**src/hw/iowa_consts.vh**
```
// Purpose: Shared constants of the I/O word allocator
// Assumes: Included by its bare name
// Notes:   Offsets are byte addresses on the register bus
`ifndef IOWA_CONSTS_VH
`define IOWA_CONSTS_VH

// Register byte offsets
`define IOWA_OFS_COUNTS       8'h00
`define IOWA_OFS_STATUS       8'h04
`define IOWA_OFS_IN_USED      8'h08
`define IOWA_OFS_OUT_USED     8'h0c
`define IOWA_OFS_IN_LOCK      8'h10
`define IOWA_OFS_OUT_SPARE    8'h14
`define IOWA_OFS_MAP_SEL      8'h18
`define IOWA_OFS_MAP_DATA     8'h1c

// Status field positions
`define IOWA_ST_DONE          0
`define IOWA_ST_OVF           1
`define IOWA_ST_CODE_LO       8
`define IOWA_ST_UNITS_LO      16

// Overflow error code value
`define IOWA_OVF_CODE         8'he1

// Unit kinds reported by a mounted unit
`define IOWA_KIND_END         3'h0
`define IOWA_KIND_IO          3'h1
`define IOWA_KIND_DEDICATED   3'h2
`define IOWA_KIND_BOARD       3'h3
`define IOWA_KIND_EXPANSION   3'h4
`define IOWA_KIND_APS         3'h5

// Point codes of a plain I/O unit
`define IOWA_PTS_8            2'h0
`define IOWA_PTS_16           2'h1
`define IOWA_PTS_32           2'h2

// Word numbering and capacity
`define IOWA_IN_FIRST         6'h01
`define IOWA_OUT_FIRST        6'h00
`define IOWA_IN_LIMIT         6'h10
`define IOWA_OUT_LIMIT        6'h10
`define IOWA_SMALL_LIMIT      6'h0f

// Reset values
`define IOWA_RST_IN_USED      16'h0001
`define IOWA_RST_ZERO16       16'h0000

// Cycles to let strap and handshake synchronisers settle after reset
`define IOWA_SETTLE_CYCLES    4'h8

// Bus responses
`define IOWA_RESP_OKAY        2'h0
`define IOWA_RESP_SLVERR      2'h2

`endif

```
**src/hw/iowa_allocator.v**
```verilog
// Purpose: Automatic I/O word allocation with AXI4-Lite status registers
// Assumes: Units answer a req/ack scan handshake and hold their descriptor while ack is high
// Notes:   Scan runs once after reset; results hold until the next reset
//
// How it works
// RL1: Inputs handed out left to right from word 001, outputs from word 000.
// RL2: Word 000 always holds the sixteen processor inputs, before any unit.
// RL3: Every unit takes whole 16-bit words, an eight-point unit one full word.
// RL4: Upper bits of eight-point input words locked; of output words free as scratch.
// RL5: A sixteen-point unit gets one word, points 0 to 15 on bits 00 to 15.
// RL6: A thirty-two-point unit gets words n and n+1, connector A then B.
// RL7: Dedicated units get the input and output word counts they report.
// RL8: Inner boards and communications units are skipped, no words.
// RL9: Expansion control and interface units receive no words.
// RL10: Analog power supply gets no words but counts as a mounted unit.
// RL11: Expansion block units continue numbering without a gap.
// RL12: Input and output counters advance independently of mounting order.
// RL13: No empty slots; each unit gets the lowest free words.
// RL14: Exceeding capacity raises fatal overflow with the overflow error code.
// RL15: Large variant allows 15 input and 16 output words beyond word 000.
// RL16: Status bits 00 to 07 hold input word count in BCD, 01 to 16.
// RL17: Status bits 08 to 15 hold output word count in BCD, 00 to 16.
// RL18: Words left unassigned are reported free for program scratch use.
// RL19: No stored table; allocation derives from the units actually mounted.
// RL20: Scan runs once after reset before the program runs, results then fixed.
`timescale 1ns/1ps
`include "iowa_consts.vh"

module iowa_allocator (
  input  wire        aclk,
  input  wire        aresetn,
  input  wire [7:0]  s_axi_awaddr,
  input  wire [2:0]  s_axi_awprot,
  input  wire        s_axi_awvalid,
  output reg         s_axi_awready,
  input  wire [31:0] s_axi_wdata,
  input  wire [3:0]  s_axi_wstrb,
  input  wire        s_axi_wvalid,
  output reg         s_axi_wready,
  output reg  [1:0]  s_axi_bresp,
  output reg         s_axi_bvalid,
  input  wire        s_axi_bready,
  input  wire [7:0]  s_axi_araddr,
  input  wire [2:0]  s_axi_arprot,
  input  wire        s_axi_arvalid,
  output reg         s_axi_arready,
  output reg  [31:0] s_axi_rdata,
  output reg  [1:0]  s_axi_rresp,
  output reg         s_axi_rvalid,
  input  wire        s_axi_rready,
  input  wire        variant_large,
  output reg         scan_req,
  output reg  [4:0]  scan_sel,
  input  wire        scan_ack,
  input  wire [2:0]  unit_kind,
  input  wire [1:0]  unit_points,
  input  wire        unit_is_output,
  input  wire [2:0]  unit_in_words,
  input  wire [2:0]  unit_out_words,
  output reg         alloc_done,
  output reg         run_enable,
  output reg         fatal_overflow
);

  localparam [2:0] ST_SETTLE = 3'h0;
  localparam [2:0] ST_REQ    = 3'h1;
  localparam [2:0] ST_EVAL   = 3'h2;
  localparam [2:0] ST_REL    = 3'h3;
  localparam [2:0] ST_DONE   = 3'h4;
  localparam [2:0] ST_FAULT  = 3'h5;

  reg  [2:0]  state;
  reg  [3:0]  settle_cnt;
  reg         cap_large;
  reg  [5:0]  in_next;
  reg  [5:0]  out_next;
  reg  [4:0]  unit_count;
  reg  [15:0] in_used;
  reg  [15:0] out_used;
  reg  [15:0] in_lock;
  reg  [15:0] out_spare;
  reg  [4:0]  map_sel;
  reg  [21:0] unit_map [0:31];
  reg  [31:0] map_valid;

  // Three-stage synchronisers for pin inputs
  reg  [2:0]  ack_sync;
  reg         ack_q;
  reg  [2:0]  var_sync;
  reg         var_q;

  // Descriptor decode
  reg  [2:0]  need_in;
  reg  [2:0]  need_out;
  reg         counted;
  reg         chain_end;
  reg         eight_pt;
  wire [5:0]  in_end;
  wire [5:0]  out_end;
  wire [5:0]  small_total;
  wire        overflow;
  wire [15:0] in_hit;
  wire [15:0] out_hit;
  wire [15:0] counts_bcd;

  // AXI write side and read decode
  reg         aw_got;
  reg         w_got;
  reg  [7:0]  wr_addr;
  reg  [31:0] wr_data;
  reg  [3:0]  wr_strb;
  reg  [31:0] next_rdata;
  reg  [1:0]  next_rresp;

  function [7:0] to_bcd;
    input [5:0] v;
    reg   [5:0] low;
    begin
      low = v - 6'h0a;
      if (v >= 6'h0a)
        to_bcd = {4'h1, low[3:0]};
      else
        to_bcd = {4'h0, v[3:0]};
    end
  endfunction

  always @(posedge aclk) begin
    if (!aresetn) begin
      ack_sync <= 3'h0;
      ack_q    <= 1'b0;
      var_sync <= 3'h0;
      var_q    <= 1'b0;
    end else begin
      ack_sync <= {ack_sync[1:0], scan_ack};
      var_sync <= {var_sync[1:0], variant_large};
      if (ack_sync[1] == ack_sync[2])
        ack_q <= ack_sync[2];
      if (var_sync[1] == var_sync[2])
        var_q <= var_sync[2];
    end
  end

  // Word needs of the unit under scan, derived from what it reports [RL19]
  always @* begin
    need_in   = 3'h0;
    need_out  = 3'h0;
    counted   = 1'b0;
    chain_end = 1'b0;
    eight_pt  = 1'b0;
    case (unit_kind)
      `IOWA_KIND_END: begin
        chain_end = 1'b1;
      end
      `IOWA_KIND_IO: begin
        counted  = 1'b1;
        eight_pt = (unit_points == `IOWA_PTS_8); // [RL3]
        if (unit_is_output) begin
          if (unit_points == `IOWA_PTS_32)
            need_out = 3'h2; // [RL6]
          else
            need_out = 3'h1; // [RL3] [RL5]
        end else begin
          if (unit_points == `IOWA_PTS_32)
            need_in = 3'h2; // [RL6]
          else
            need_in = 3'h1; // [RL3] [RL5]
        end
      end
      `IOWA_KIND_DEDICATED: begin
        counted  = 1'b1;
        need_in  = unit_in_words; // [RL7]
        need_out = unit_out_words; // [RL7]
      end
      `IOWA_KIND_BOARD: begin
        counted = 1'b0; // [RL8]
      end
      `IOWA_KIND_EXPANSION: begin
        counted = 1'b0; // [RL9] [RL11]
      end
      `IOWA_KIND_APS: begin
        counted = 1'b1; // [RL10]
      end
      default: begin
        counted = 1'b0;
      end
    endcase
  end

  // Separate running counters for each direction [RL12] [RL13]
  assign in_end      = in_next + {3'h0, need_in};
  assign out_end     = out_next + {3'h0, need_out};
  assign small_total = in_end - `IOWA_IN_FIRST + out_end;

  // Capacity check by variant [RL14] [RL15]
  assign overflow = cap_large ? ((in_end > `IOWA_IN_LIMIT) || (out_end > `IOWA_OUT_LIMIT))
                              : (small_total > `IOWA_SMALL_LIMIT);

  // Words covered by the unit under scan
  genvar gi;
  generate
    for (gi = 0; gi < 16; gi = gi + 1) begin : g_word
      localparam [5:0] WI = gi;
      assign in_hit[gi]  = (WI >= in_next) && (WI < in_end);
      assign out_hit[gi] = (WI >= out_next) && (WI < out_end);
    end
  endgenerate

  assign counts_bcd = {to_bcd(out_next), to_bcd(in_next)}; // [RL16] [RL17]

  always @(posedge aclk) begin
    if (!aresetn) begin
      state          <= ST_SETTLE;
      settle_cnt     <= 4'h0;
      cap_large      <= 1'b0;
      in_next        <= `IOWA_IN_FIRST; // [RL1] [RL2]
      out_next       <= `IOWA_OUT_FIRST; // [RL1]
      unit_count     <= 5'h00;
      in_used        <= `IOWA_RST_IN_USED; // [RL2]
      out_used       <= `IOWA_RST_ZERO16;
      in_lock        <= `IOWA_RST_ZERO16;
      out_spare      <= `IOWA_RST_ZERO16;
      map_valid      <= 32'h00000000;
      scan_req       <= 1'b0;
      scan_sel       <= 5'h00;
      alloc_done     <= 1'b0;
      run_enable     <= 1'b0;
      fatal_overflow <= 1'b0;
    end else begin
      case (state)
        ST_SETTLE: begin
          settle_cnt <= settle_cnt + 4'h1;
          if (settle_cnt == `IOWA_SETTLE_CYCLES - 4'h1) begin
            cap_large <= var_q;
            scan_req  <= 1'b1;
            state     <= ST_REQ;
          end
        end
        ST_REQ: begin
          if (ack_q)
            state <= ST_EVAL;
        end
        ST_EVAL: begin
          scan_req <= 1'b0;
          if (chain_end) begin
            state <= ST_DONE;
          end else if (overflow) begin
            fatal_overflow <= 1'b1; // [RL14]
            alloc_done     <= 1'b1;
            state          <= ST_FAULT;
          end else begin
            in_next   <= in_end; // [RL1] [RL11] [RL13]
            out_next  <= out_end; // [RL1] [RL11] [RL13]
            in_used   <= in_used | in_hit;
            out_used  <= out_used | out_hit;
            in_lock   <= in_lock | (eight_pt ? in_hit : 16'h0000); // [RL4]
            out_spare <= out_spare | (eight_pt ? out_hit : 16'h0000); // [RL4]
            if (counted)
              unit_count <= unit_count + 5'h01; // [RL10]
            unit_map[scan_sel]  <= {in_next[4:0], need_in, out_next[4:0], need_out, 6'h00};
            map_valid[scan_sel] <= 1'b1;
            state               <= ST_REL;
          end
        end
        ST_REL: begin
          if (!ack_q) begin
            if (scan_sel == 5'h1f) begin
              state <= ST_DONE;
            end else begin
              scan_sel <= scan_sel + 5'h01;
              scan_req <= 1'b1;
              state    <= ST_REQ;
            end
          end
        end
        ST_DONE: begin
          alloc_done <= 1'b1;
          run_enable <= 1'b1; // [RL20]
        end
        ST_FAULT: begin
          alloc_done <= 1'b1;
          run_enable <= 1'b0;
        end
        default: begin
          state <= ST_FAULT;
        end
      endcase
    end
  end

  // Register read decode
  always @* begin
    next_rdata = 32'h00000000;
    next_rresp = `IOWA_RESP_OKAY;
    case (s_axi_araddr)
      `IOWA_OFS_COUNTS: begin
        next_rdata = {16'h0000, counts_bcd}; // [RL16] [RL17]
      end
      `IOWA_OFS_STATUS: begin
        next_rdata[`IOWA_ST_DONE] = alloc_done;
        next_rdata[`IOWA_ST_OVF]  = fatal_overflow;
        if (fatal_overflow)
          next_rdata[`IOWA_ST_CODE_LO +: 8] = `IOWA_OVF_CODE; // [RL14]
        next_rdata[`IOWA_ST_UNITS_LO +: 5] = unit_count;
      end
      `IOWA_OFS_IN_USED: begin
        next_rdata = {16'h0000, in_used}; // [RL18]
      end
      `IOWA_OFS_OUT_USED: begin
        next_rdata = {16'h0000, out_used}; // [RL18]
      end
      `IOWA_OFS_IN_LOCK: begin
        next_rdata = {16'h0000, in_lock}; // [RL4]
      end
      `IOWA_OFS_OUT_SPARE: begin
        next_rdata = {16'h0000, out_spare}; // [RL4]
      end
      `IOWA_OFS_MAP_SEL: begin
        next_rdata = {27'h0000000, map_sel};
      end
      `IOWA_OFS_MAP_DATA: begin
        if (map_valid[map_sel])
          next_rdata = {10'h000, unit_map[map_sel]};
      end
      default: begin
        next_rresp = `IOWA_RESP_SLVERR;
      end
    endcase
  end

  // AXI4-Lite read channel
  always @(posedge aclk) begin
    if (!aresetn) begin
      s_axi_arready <= 1'b1;
      s_axi_rvalid  <= 1'b0;
      s_axi_rdata   <= 32'h00000000;
      s_axi_rresp   <= `IOWA_RESP_OKAY;
    end else begin
      if (s_axi_arvalid && s_axi_arready) begin
        s_axi_arready <= 1'b0;
        s_axi_rvalid  <= 1'b1;
        s_axi_rdata   <= next_rdata;
        s_axi_rresp   <= next_rresp;
      end else if (s_axi_rvalid && s_axi_rready) begin
        s_axi_rvalid  <= 1'b0;
        s_axi_arready <= 1'b1;
      end
    end
  end

  // AXI4-Lite write channels; address and data taken in either order
  always @(posedge aclk) begin
    if (!aresetn) begin
      s_axi_awready <= 1'b1;
      s_axi_wready  <= 1'b1;
      s_axi_bvalid  <= 1'b0;
      s_axi_bresp   <= `IOWA_RESP_OKAY;
      aw_got        <= 1'b0;
      w_got         <= 1'b0;
      wr_addr       <= 8'h00;
      wr_data       <= 32'h00000000;
      wr_strb       <= 4'h0;
      map_sel       <= 5'h00;
    end else begin
      if (s_axi_awvalid && s_axi_awready) begin
        aw_got        <= 1'b1;
        wr_addr       <= s_axi_awaddr;
        s_axi_awready <= 1'b0;
      end
      if (s_axi_wvalid && s_axi_wready) begin
        w_got        <= 1'b1;
        wr_data      <= s_axi_wdata;
        wr_strb      <= s_axi_wstrb;
        s_axi_wready <= 1'b0;
      end
      if (aw_got && w_got && !s_axi_bvalid) begin
        aw_got       <= 1'b0;
        w_got        <= 1'b0;
        s_axi_bvalid <= 1'b1;
        // Only the map selector is writable; results stay fixed
        if (wr_addr == `IOWA_OFS_MAP_SEL) begin
          s_axi_bresp <= `IOWA_RESP_OKAY;
          if (wr_strb[0])
            map_sel <= wr_data[4:0];
        end else begin
          s_axi_bresp <= `IOWA_RESP_SLVERR; // [RL20]
        end
      end
      if (s_axi_bvalid && s_axi_bready) begin
        s_axi_bvalid  <= 1'b0;
        s_axi_awready <= 1'b1;
        s_axi_wready  <= 1'b1;
      end
    end
  end

endmodule

```
**config.mk**
```make
export PLATFORM = sky130hd
export DESIGN_NAME = iowa_allocator
export DESIGN_NICKNAME = d
export VERILOG_FILES = /design/src/hw/iowa_allocator.v
export VERILOG_INCLUDE_DIRS = /design/src /design/src/hw
export SDC_FILE = /design/constraint.sdc
export NUM_CORES = 1
export LEC_CHECK = 0
export BUFFER_PORTS_ARGS = -buffer_cell sky130_fd_sc_hd__buf_2
export CAP_MARGIN = 20
export CORE_UTILIZATION = 66
export CTS_CLUSTER_DIAMETER = 80
export DETAILED_ROUTE_END_ITERATION = 8
export PLACE_DENSITY = 0.83
export SYNTH_ARGS = -nofsm -noshare
export SYNTH_HDL_FRONTEND = slang
export SYNTH_SLANG_ARGS = --single-unit
```
**constraint.sdc**
```tcl
create_clock -name aclk -period 12.8 [get_ports aclk]
set_clock_uncertainty 0.2 [all_clocks]
set_input_delay 0.64 -clock aclk [delete_from_list [all_inputs] [get_ports aclk]]
set_output_delay 0.64 -clock aclk [all_outputs]
set_load 0.005 [all_outputs]
```
==> metrics.md, run 1 <==
| Metric | Value |
|---|---|
| Outcome | `finished clean` |
| Initial antenna violation count | `4` |
| Post-Syn Instances | `1877` |
| Clock transition at path regs | `0.06 ns` |
| Top_reg_cell synth | `edfxtp_1` |
| First-pass GRT wire length | `109000 microns` |
| Layout cells sized above 1 | `22.6%` |
| Top Layer Used | `met5` |
| Fin crit period | `6.63 ns` |
| Placeable core area | `43100 sq um` |
| Synth Cell Area | `28800 sq um` |
| H-tree level count | `3` |
| Synthesis-to-layout area growth | `11.6%` |
| Peak supply drop | `0.000151 V` |
| Routed length on met2 | `36500 microns` |
| GRT Residual Overflow | `0` |
| CTS Buf Count | `69` |
| Yosys cell types | `80` |
| Filler Cell Count | `2471` |
| Die ar. | `44500 sq um` |
| Met3 WL post-DR | `8000 microns` |
| Ys async rst share | `0%` |
| Final WS setup | `6.17 ns` |
| CP Max Fanout | `33` |
| Slew Viols, Final | `0` |
| I/O Buffers | `80` |
| Met1 WL | `27400 microns` |
| RePlAce Congestion | `0.920` |
| Initial core utilization | `66.9%` |
| Pwr dens | `141 nW/um^2` |
| Commonest non-fill, non-tap cell in the layout | `edfxtp_1` |
| TritonRoute pass-1 iters | `8` |
| Gates resized, CTS repair | `0` |
| Vias per cell | `6.79` |
| Worst Hold Class | `primary input to register` |
| Number of cells after detailed placement | `2494` |
| Setup TNS | `0 ns` |
| Height of the die | `211 microns` |
| Tot GR Track Use | `34.2%` |
| Hold-fix buffers, CTS | `0` |
| WP data arrival | `6.70 ns` |
| DRC viols | `0` |
| Design Power | `0.00454 W` |
| Final #Nets | `2089` |
| Vias | `17800` |
| Pin count of the biggest net entering global routing | `98` |
| Post-CTS Setup Inserts | `0` |
| Post-Route WL | `74900 microns` |
| RSZ-0062 raised after global routing | `false` |
| Hpwl dp | `43700 microns` |
| YS warnings | `0` |
| Sequential-to-total area share from yosys stat | `66.7%` |
| CTS tree | `done` |
| Slew Limit Headroom | `19.2%` |
| Leak pwr | `10.7 nW` |
| Seq cells post-synth | `705` |
| F_max | `0.151 GHz` |
| Worst-Margin Slew | `1.21 ns` |
| Syn_area_per_cell | `15.4 sq um` |
| DRT iter0 DRCs | `2434` |
| Crit path capture type | `register` |
| Max Cap Violations | `0` |
| Number of flops mapped to enable cells by yosys | `512` |
| Finished Layout Cells | `2618` |
| Req. time, crit path | `12.86 ns` |
| Fin crit share | `51.8%` |
| Sink Count | `705` |
| Detail Route Antenna Nets | `0` |
| Top Ports | `129` |
| Vias in the first global route | `17400` |
| Setup-failing EPs final | `0` |
| Routed WL per cell | `28.6 microns` |
| CTS root buf | `clkbuf_16` |
| Crit path kind | `primary input to register` |
| CTS Buffer Depth | `3` |
| FP Rows | `76` |
| Startpoint types | `primary input` |
| Hold Vio Cnt, Final | `0` |
| Die Width | `211 microns` |
| Most frequent cells in the layout | `512 x edfxtp_1, 193 x nand2_1, 190 x dfxtp_1` |
| Clk_lat worst skew | `0.61 ns` |
| Pre-CTS setup slack | `5.73 ns` |
-- state kept, by name, summed over array words and instances, names as in the netlist, 3 cells and up, named ones only --
register	cells
unit_map	512
map_valid	32
s_axi_rdata	22
in_lock	16
in_used	16
out_spare	16
out_used	16
wr_addr	8
in_next	6
out_next	6
map_sel	5
scan_sel	5
unit_count	5
wr_data	5
settle_cnt	4
ack_sync	3
state	3
var_sync	3
-- worst max-delay path, stage by stage --
cell and delay [ns]:
buf_2 0.10, nor2b_1 0.30, nor2b_1 0.45, and2_1 0.20, buf_4 0.36, ha_1 0.40, a21oi_2 0.21, and2_1 0.35
xnor2_1 0.33, xnor2_1 0.15, ha_1 0.34, a21o_1 0.19, a41oi_2 0.23, mux2i_1 0.17, nor3b_1 0.34, or4_1 0.69
nand3_2 0.56, nor2_1 0.29, buf_4 0.34
-- cells in the mapped netlist, types with 11 or more instances --
cell type | number | area share (%)
mux2i_1 | 27 | 0.94
a22oi_1 | 12 | 0.31
a222oi_1 | 12 | 0.42
nand3_1 | 31 | 0.54
mux4_2 | 171 | 13
inv_1 | 20 | 0.26
o21ai_1 | 12 | 0.21
a21oi_1 | 71 | 1.2
buf_4 | 14 | 0.36
mux2_2 | 12 | 0.47
ha_1 | 27 | 1.2
nor2_1 | 97 | 1.3
o31ai_1 | 16 | 0.42
nor2b_1 | 11 | 0.24
nand2b_1 | 13 | 0.28
clkbuf_1 | 63 | 0.82
a211oi_1 | 11 | 0.29
dfxtp_1 | 193 | 13
edfxtp_1 | 512 | 53
buf_1 | 15 | 0.20
o211ai_1 | 13 | 0.34
nor3_1 | 27 | 0.47
and2_1 | 18 | 0.39
nand2_1 | 193 | 2.5
buf_2 | 24 | 0.42
o21ai_0 | 106 | 1.8
-- power by group --
group	switching [W]	total, W	leakage (nW)	internal (W)
Sequential	0.00000439	0.00243	6.38	0.00243
Clock	0.000856	0.00202	1.09	0.00117
Combinational	0.0000606	0.0000840	3.19	0.0000233
-- worst paths after layout --
check / from / endpoint / slack [ns] / cells past startpoint
hold reg to reg: var_sync[0] / var_sync[1] / 0.24 / 1
setup reg to reg: out_next[1] / unit_map[1][13] / 6.39 / 15
setup / recovery: unit_kind[1] / unit_map[1][13] / 6.17 / 19
hold / removal: s_axi_awvalid / s_axi_awready / 0.06 / 2
-- layout make-up --
type | count | area, sq um | share of cell area (%)
antenna | 2 | 5.00 | 0.0155
clock buffer | 93 | 1940 | 6.01
clock inverter | 28 | 295 | 0.917
inverter | 22 | 82.6 | 0.257
multi-input combinational | 1038 | 8980 | 27.9
sequential | 705 | 19200 | 59.8
tap | 585 | 732 | 2.27
timing repair buffer | 145 | 911 | 2.83
-- metrics by stage --
| stage | util, % | hold WS (ns) | instance area (sq um) |
|---|---|---|---|
| after floorplan | - | 0.212 | 28900 |
| after global placement | 69.5 | 0.227 | 29900 |
| after detailed placement | 69.5 | 0.218 | 29900 |
| after CTS | 74.6 | 0.0530 | 32200 |
| after global routing | 74.7 | 0.0617 | 32200 |
| final | 74.7 | 0.0589 | 32200 |
-- cell families (layout without fill, tap and decap cells) --
logic type,after synthesis,after routing,share of synthesized area (%)
flops,705,705,66.7
compound gates,312,312,6.85
mux,210,210,14.8
other cells,1,14,0.0130
simple gates,457,457,7.40
fa+ha+maj,29,29,1.31
buf+inv,145,288,2.34
xor+xnor,18,18,0.599
-- routing by layer --
| layer | vias up | global-route usage, % |
|---|---|---|
| met5 | - | 0 |
| li1 | 7471 | - |
| met3 | 216 | 7.45 |
| met4 | 2 | 14.0 |
| met1 | 8871 | 45.6 |
| met2 | 1214 | 55.4 |
No activity file was read; power rests on OpenSTA's default activity.
==> run 2, diff against run 1 <==
Settings changed: CORE_UTILIZATION 66 to 55, PLACE_DENSITY 0.83 to 0.73.
Clock period 12.8 ns to 5.5 ns, I/O delays scaled along.
==> run 2 against run 1 <==
  * Global-route usage is 6.7 points lower
  * Sequential power is 130% higher
  * First-iteration DRC count is 14% lower
  * Clock-buffer cell count is 4 higher
  * Total power is 140% higher
  * Combinational power grew to 2.8 times the previous value
  * Final area is 3.4% higher
  * Utilization is 10 points lower
  * Die area is 20% higher
  * Via count is 0.89% lower
  * Routed wire length is 3.5% lower
  * Critical path type is now register to register
  * Highest routed layer unchanged
==> metrics.md, run 2 (synthesis results as in run 1) <==
| Metric | Value |
|---|---|
| Outcome | `finished clean` |
| Clk_lat worst skew | `0.61 ns (about the same)` |
| Initial core utilization | `56.0% (-11 points)` |
| Crit path largest cell delay | `0.71 ns (+0.02 ns)` |
| Hpwl dp | `44000 microns (+0.77%)` |
| RSZ-0062 raised after global routing | `false` |
| Final WS setup | `0.469 ns (-5.70 ns)` |
| Pre-CTS setup slack | `-0.0120 ns (-5.75 ns)` |
| Crit path capture type | `register` |
| RePlAce Congestion | `0.920 (about the same)` |
| Fin crit share | `91.5%` |
| CP Buf/Inv Count | `1 (-2)` |
| First-pass GRT wire length | `108000 microns (-0.98%)` |
| Req. time, crit path | `5.64 ns (-7.22 ns)` |
| Most frequent cells in the layout | `512 x edfxtp_1, 193 x nand2_1, 190 x dfxtp_1` |
| Hold WS | `0.0225 ns (-0.0364 ns)` |
| CTS Buf Count | `73 (+5.8%)` |
| Gates resized, CTS repair | `0 (unchanged)` |
| Fin crit period | `5.03 ns` |
| Startpoint types | `register` |
| Leak pwr | `11.2 nW (+4.6%)` |
| Peak supply drop | `0.000267 V (+77%)` |
| Crit path kind | `register to register` |
| TritonRoute pass-1 iters | `5 (-3)` |
| Pin count of the biggest net entering global routing | `85 (-13%)` |
| Vias | `17600 (-0.89%)` |
| F_max | `0.199 GHz` |
| Setup-failing EPs final | `0 (unchanged)` |
| H-tree level count | `3 (unchanged)` |
| Slew Limit Headroom | `22.4% (+3.1 points)` |
| CTS Buffer Depth | `3 (unchanged)` |
| Height of the die | `231 microns (+9.5%)` |
| Worst Hold Class | `primary input to register` |
| Worst-Margin Slew | `1.16 ns (-0.0483 ns)` |
| FP Rows | `83 (+9.2%)` |
| Vias per cell | `6.32 (-6.9%)` |
| Placeable core area | `51500 sq um (+20%)` |
| Top flop regs | `unit_map (512), map_valid (32), s_axi_rdata (22)` |
| GRT Residual Overflow | `0 (unchanged)` |
| Setup TNS | `0 ns (unchanged)` |
| DRT iter0 DRCs | `2105 (-14%)` |
| Largest register by flop count | `unit_map` |
| Final #Nets | `2156 (+3.2%)` |
| Clock transition at path regs | `0.06 ns (about the same)` |
| CP Max Fanout | `16 (-52%)` |
| Met1 Track Usage GR | `37.7% (-7.9 points)` |
| Sink Count | `705 (unchanged)` |
| Crit path cell chain | `ha_1 > a211o_1 > o21ai_1 > xnor2_1 > xnor2_1 > ha_1 > a21o_1 > a41oi_2 > mux2i_1 > nor3b_1 > or4_1 > nand3_2 > nor2_1 > buf_4` |
| Max Cap Violations | `0 (unchanged)` |
| Most used routing layer | `met2` |
| Vias in the first global route | `17400 (-0.31%)` |
| Synthesis-to-layout area growth | `15.4%` |
| WP data arrival | `5.18 ns (-1.52 ns)` |
| Die ar. | `53300 sq um (+20%)` |
| GRT met3 Usage | `4.57% (-2.9 points)` |
| Crit path max-delay family | `simple AND/OR/NAND/NOR gates` |
| CTS root buf | `clkbuf_16` |
| Slew Viols, Final | `0 (unchanged)` |
| Commonest non-fill, non-tap cell in the layout | `edfxtp_1` |
| CTS tree | `done` |
| Tot GR Track Use | `27.5% (-6.7 points)` |
| Max reg flops | `512 (unchanged)` |
| Crit-path slowest cell | `or4_1` |
| Routed WL per cell | `25.9 microns (-9.3%)` |
| Grt met2 use | `44.8% (-11 points)` |
| Top Ports | `129 (unchanged)` |
| Pwr dens | `325 nW/um^2 (+130%)` |
| I/O Buffers | `80 (unchanged)` |
| Layout cells sized above 1 | `24.7% (+2.0 points)` |
| Initial antenna violation count | `3 (-1)` |
| Post-Route WL | `72200 microns (-3.5%)` |
| Post-CTS Setup Inserts | `0 (unchanged)` |
| DRC viols | `0 (unchanged)` |
| Die Width | `231 microns (+9.5%)` |
| Hold Vio Cnt, Final | `0 (unchanged)` |
| Detail Route Antenna Nets | `0 (unchanged)` |
[run 2: cell count changes in the layout (fill, tap and decap cells not counted), moves of 6 or more]
cell and change:
buf_12 +15, buf_4 +10, nor2_1 -20, dlygate4sd3_1 +38
nor2_2 +20, clkinvlp_4 +6
[run 2: area by class of cell]
| cell class | instances | area, sq um |
|---|---|---|
| Antenna cell | 1 | 2.50 |
| Fill cell | 3516 | 18200 |
| Multi-Input combinational cell | 1038 | 9030 |
| Sequential cell | 705 | 19200 |
| Clock inverter | 35 | 335 |
| Timing Repair Buffer | 208 | 1670 |
| Clock buffer | 97 | 2070 |
| Tap cell | 680 | 851 |
| Inverter | 22 | 82.6 |
[run 2: per-stage QoR]
stage | total power, W | instance area [sq um] | util, % | cells
global route | 0.0111 | 33300 | 64.6 | 2785
floorplan | 0.00591 | 28900 | - | 1888
detailed placement | 0.00598 | 30400 | 59.1 | 2612
CTS | 0.0108 | 33200 | 64.5 | 2782
global placement | 0.00597 | 30400 | 59.1 | 2611
finish | 0.0108 | 33300 | 64.6 | 2786
[run 2: repair_timing]
| item | CTS | global route |
|---|---|---|
| endpoints found under the hold margin | 25 | 0 |
| setup endpoints to repair | 0 | 0 |
| hold buffers | 38 | 0 |
[run 2: worst register-to-register path, stage by stage (launching register included)]
cell and delay [ns]:
dfxtp_1 0.60, ha_1 0.33, a211o_1 0.34, o21ai_1 0.14
xnor2_1 0.27, xnor2_1 0.13, ha_1 0.35, a21o_1 0.20
a41oi_2 0.25, mux2i_1 0.36, nor3b_1 0.13, or4_1 0.71
nand3_2 0.39, nor2_1 0.11, buf_4 0.24
[run 2: routing by layer]
metal  routed length [microns]  part of all wire (%)  up-vias
met4                      2000                   2.8        2
li1                          -                     -     7626
met3                      5360                   7.4      130
met2                     35100                    49      828
met5                        13                 0.018        -
met1                     29700                    41     9029
[run 2: final timing paths]
path	startpoint	end	slack [ns]	cells after the start
max	in_next[1]	unit_map[9][2]	0.47	14
min	unit_points[1]	out_spare[3]	0.02	5
max reg2reg	in_next[1]	unit_map[9][2]	0.47	14
min reg2reg	var_sync[0]	var_sync[1]	0.24	1
[run 2: power breakdown]
group          switching, W  leakage, nW  internal [W]
Combinational      0.000153         3.57     0.0000824
Sequential        0.0000110         6.42       0.00565
Clock               0.00205         1.16       0.00286
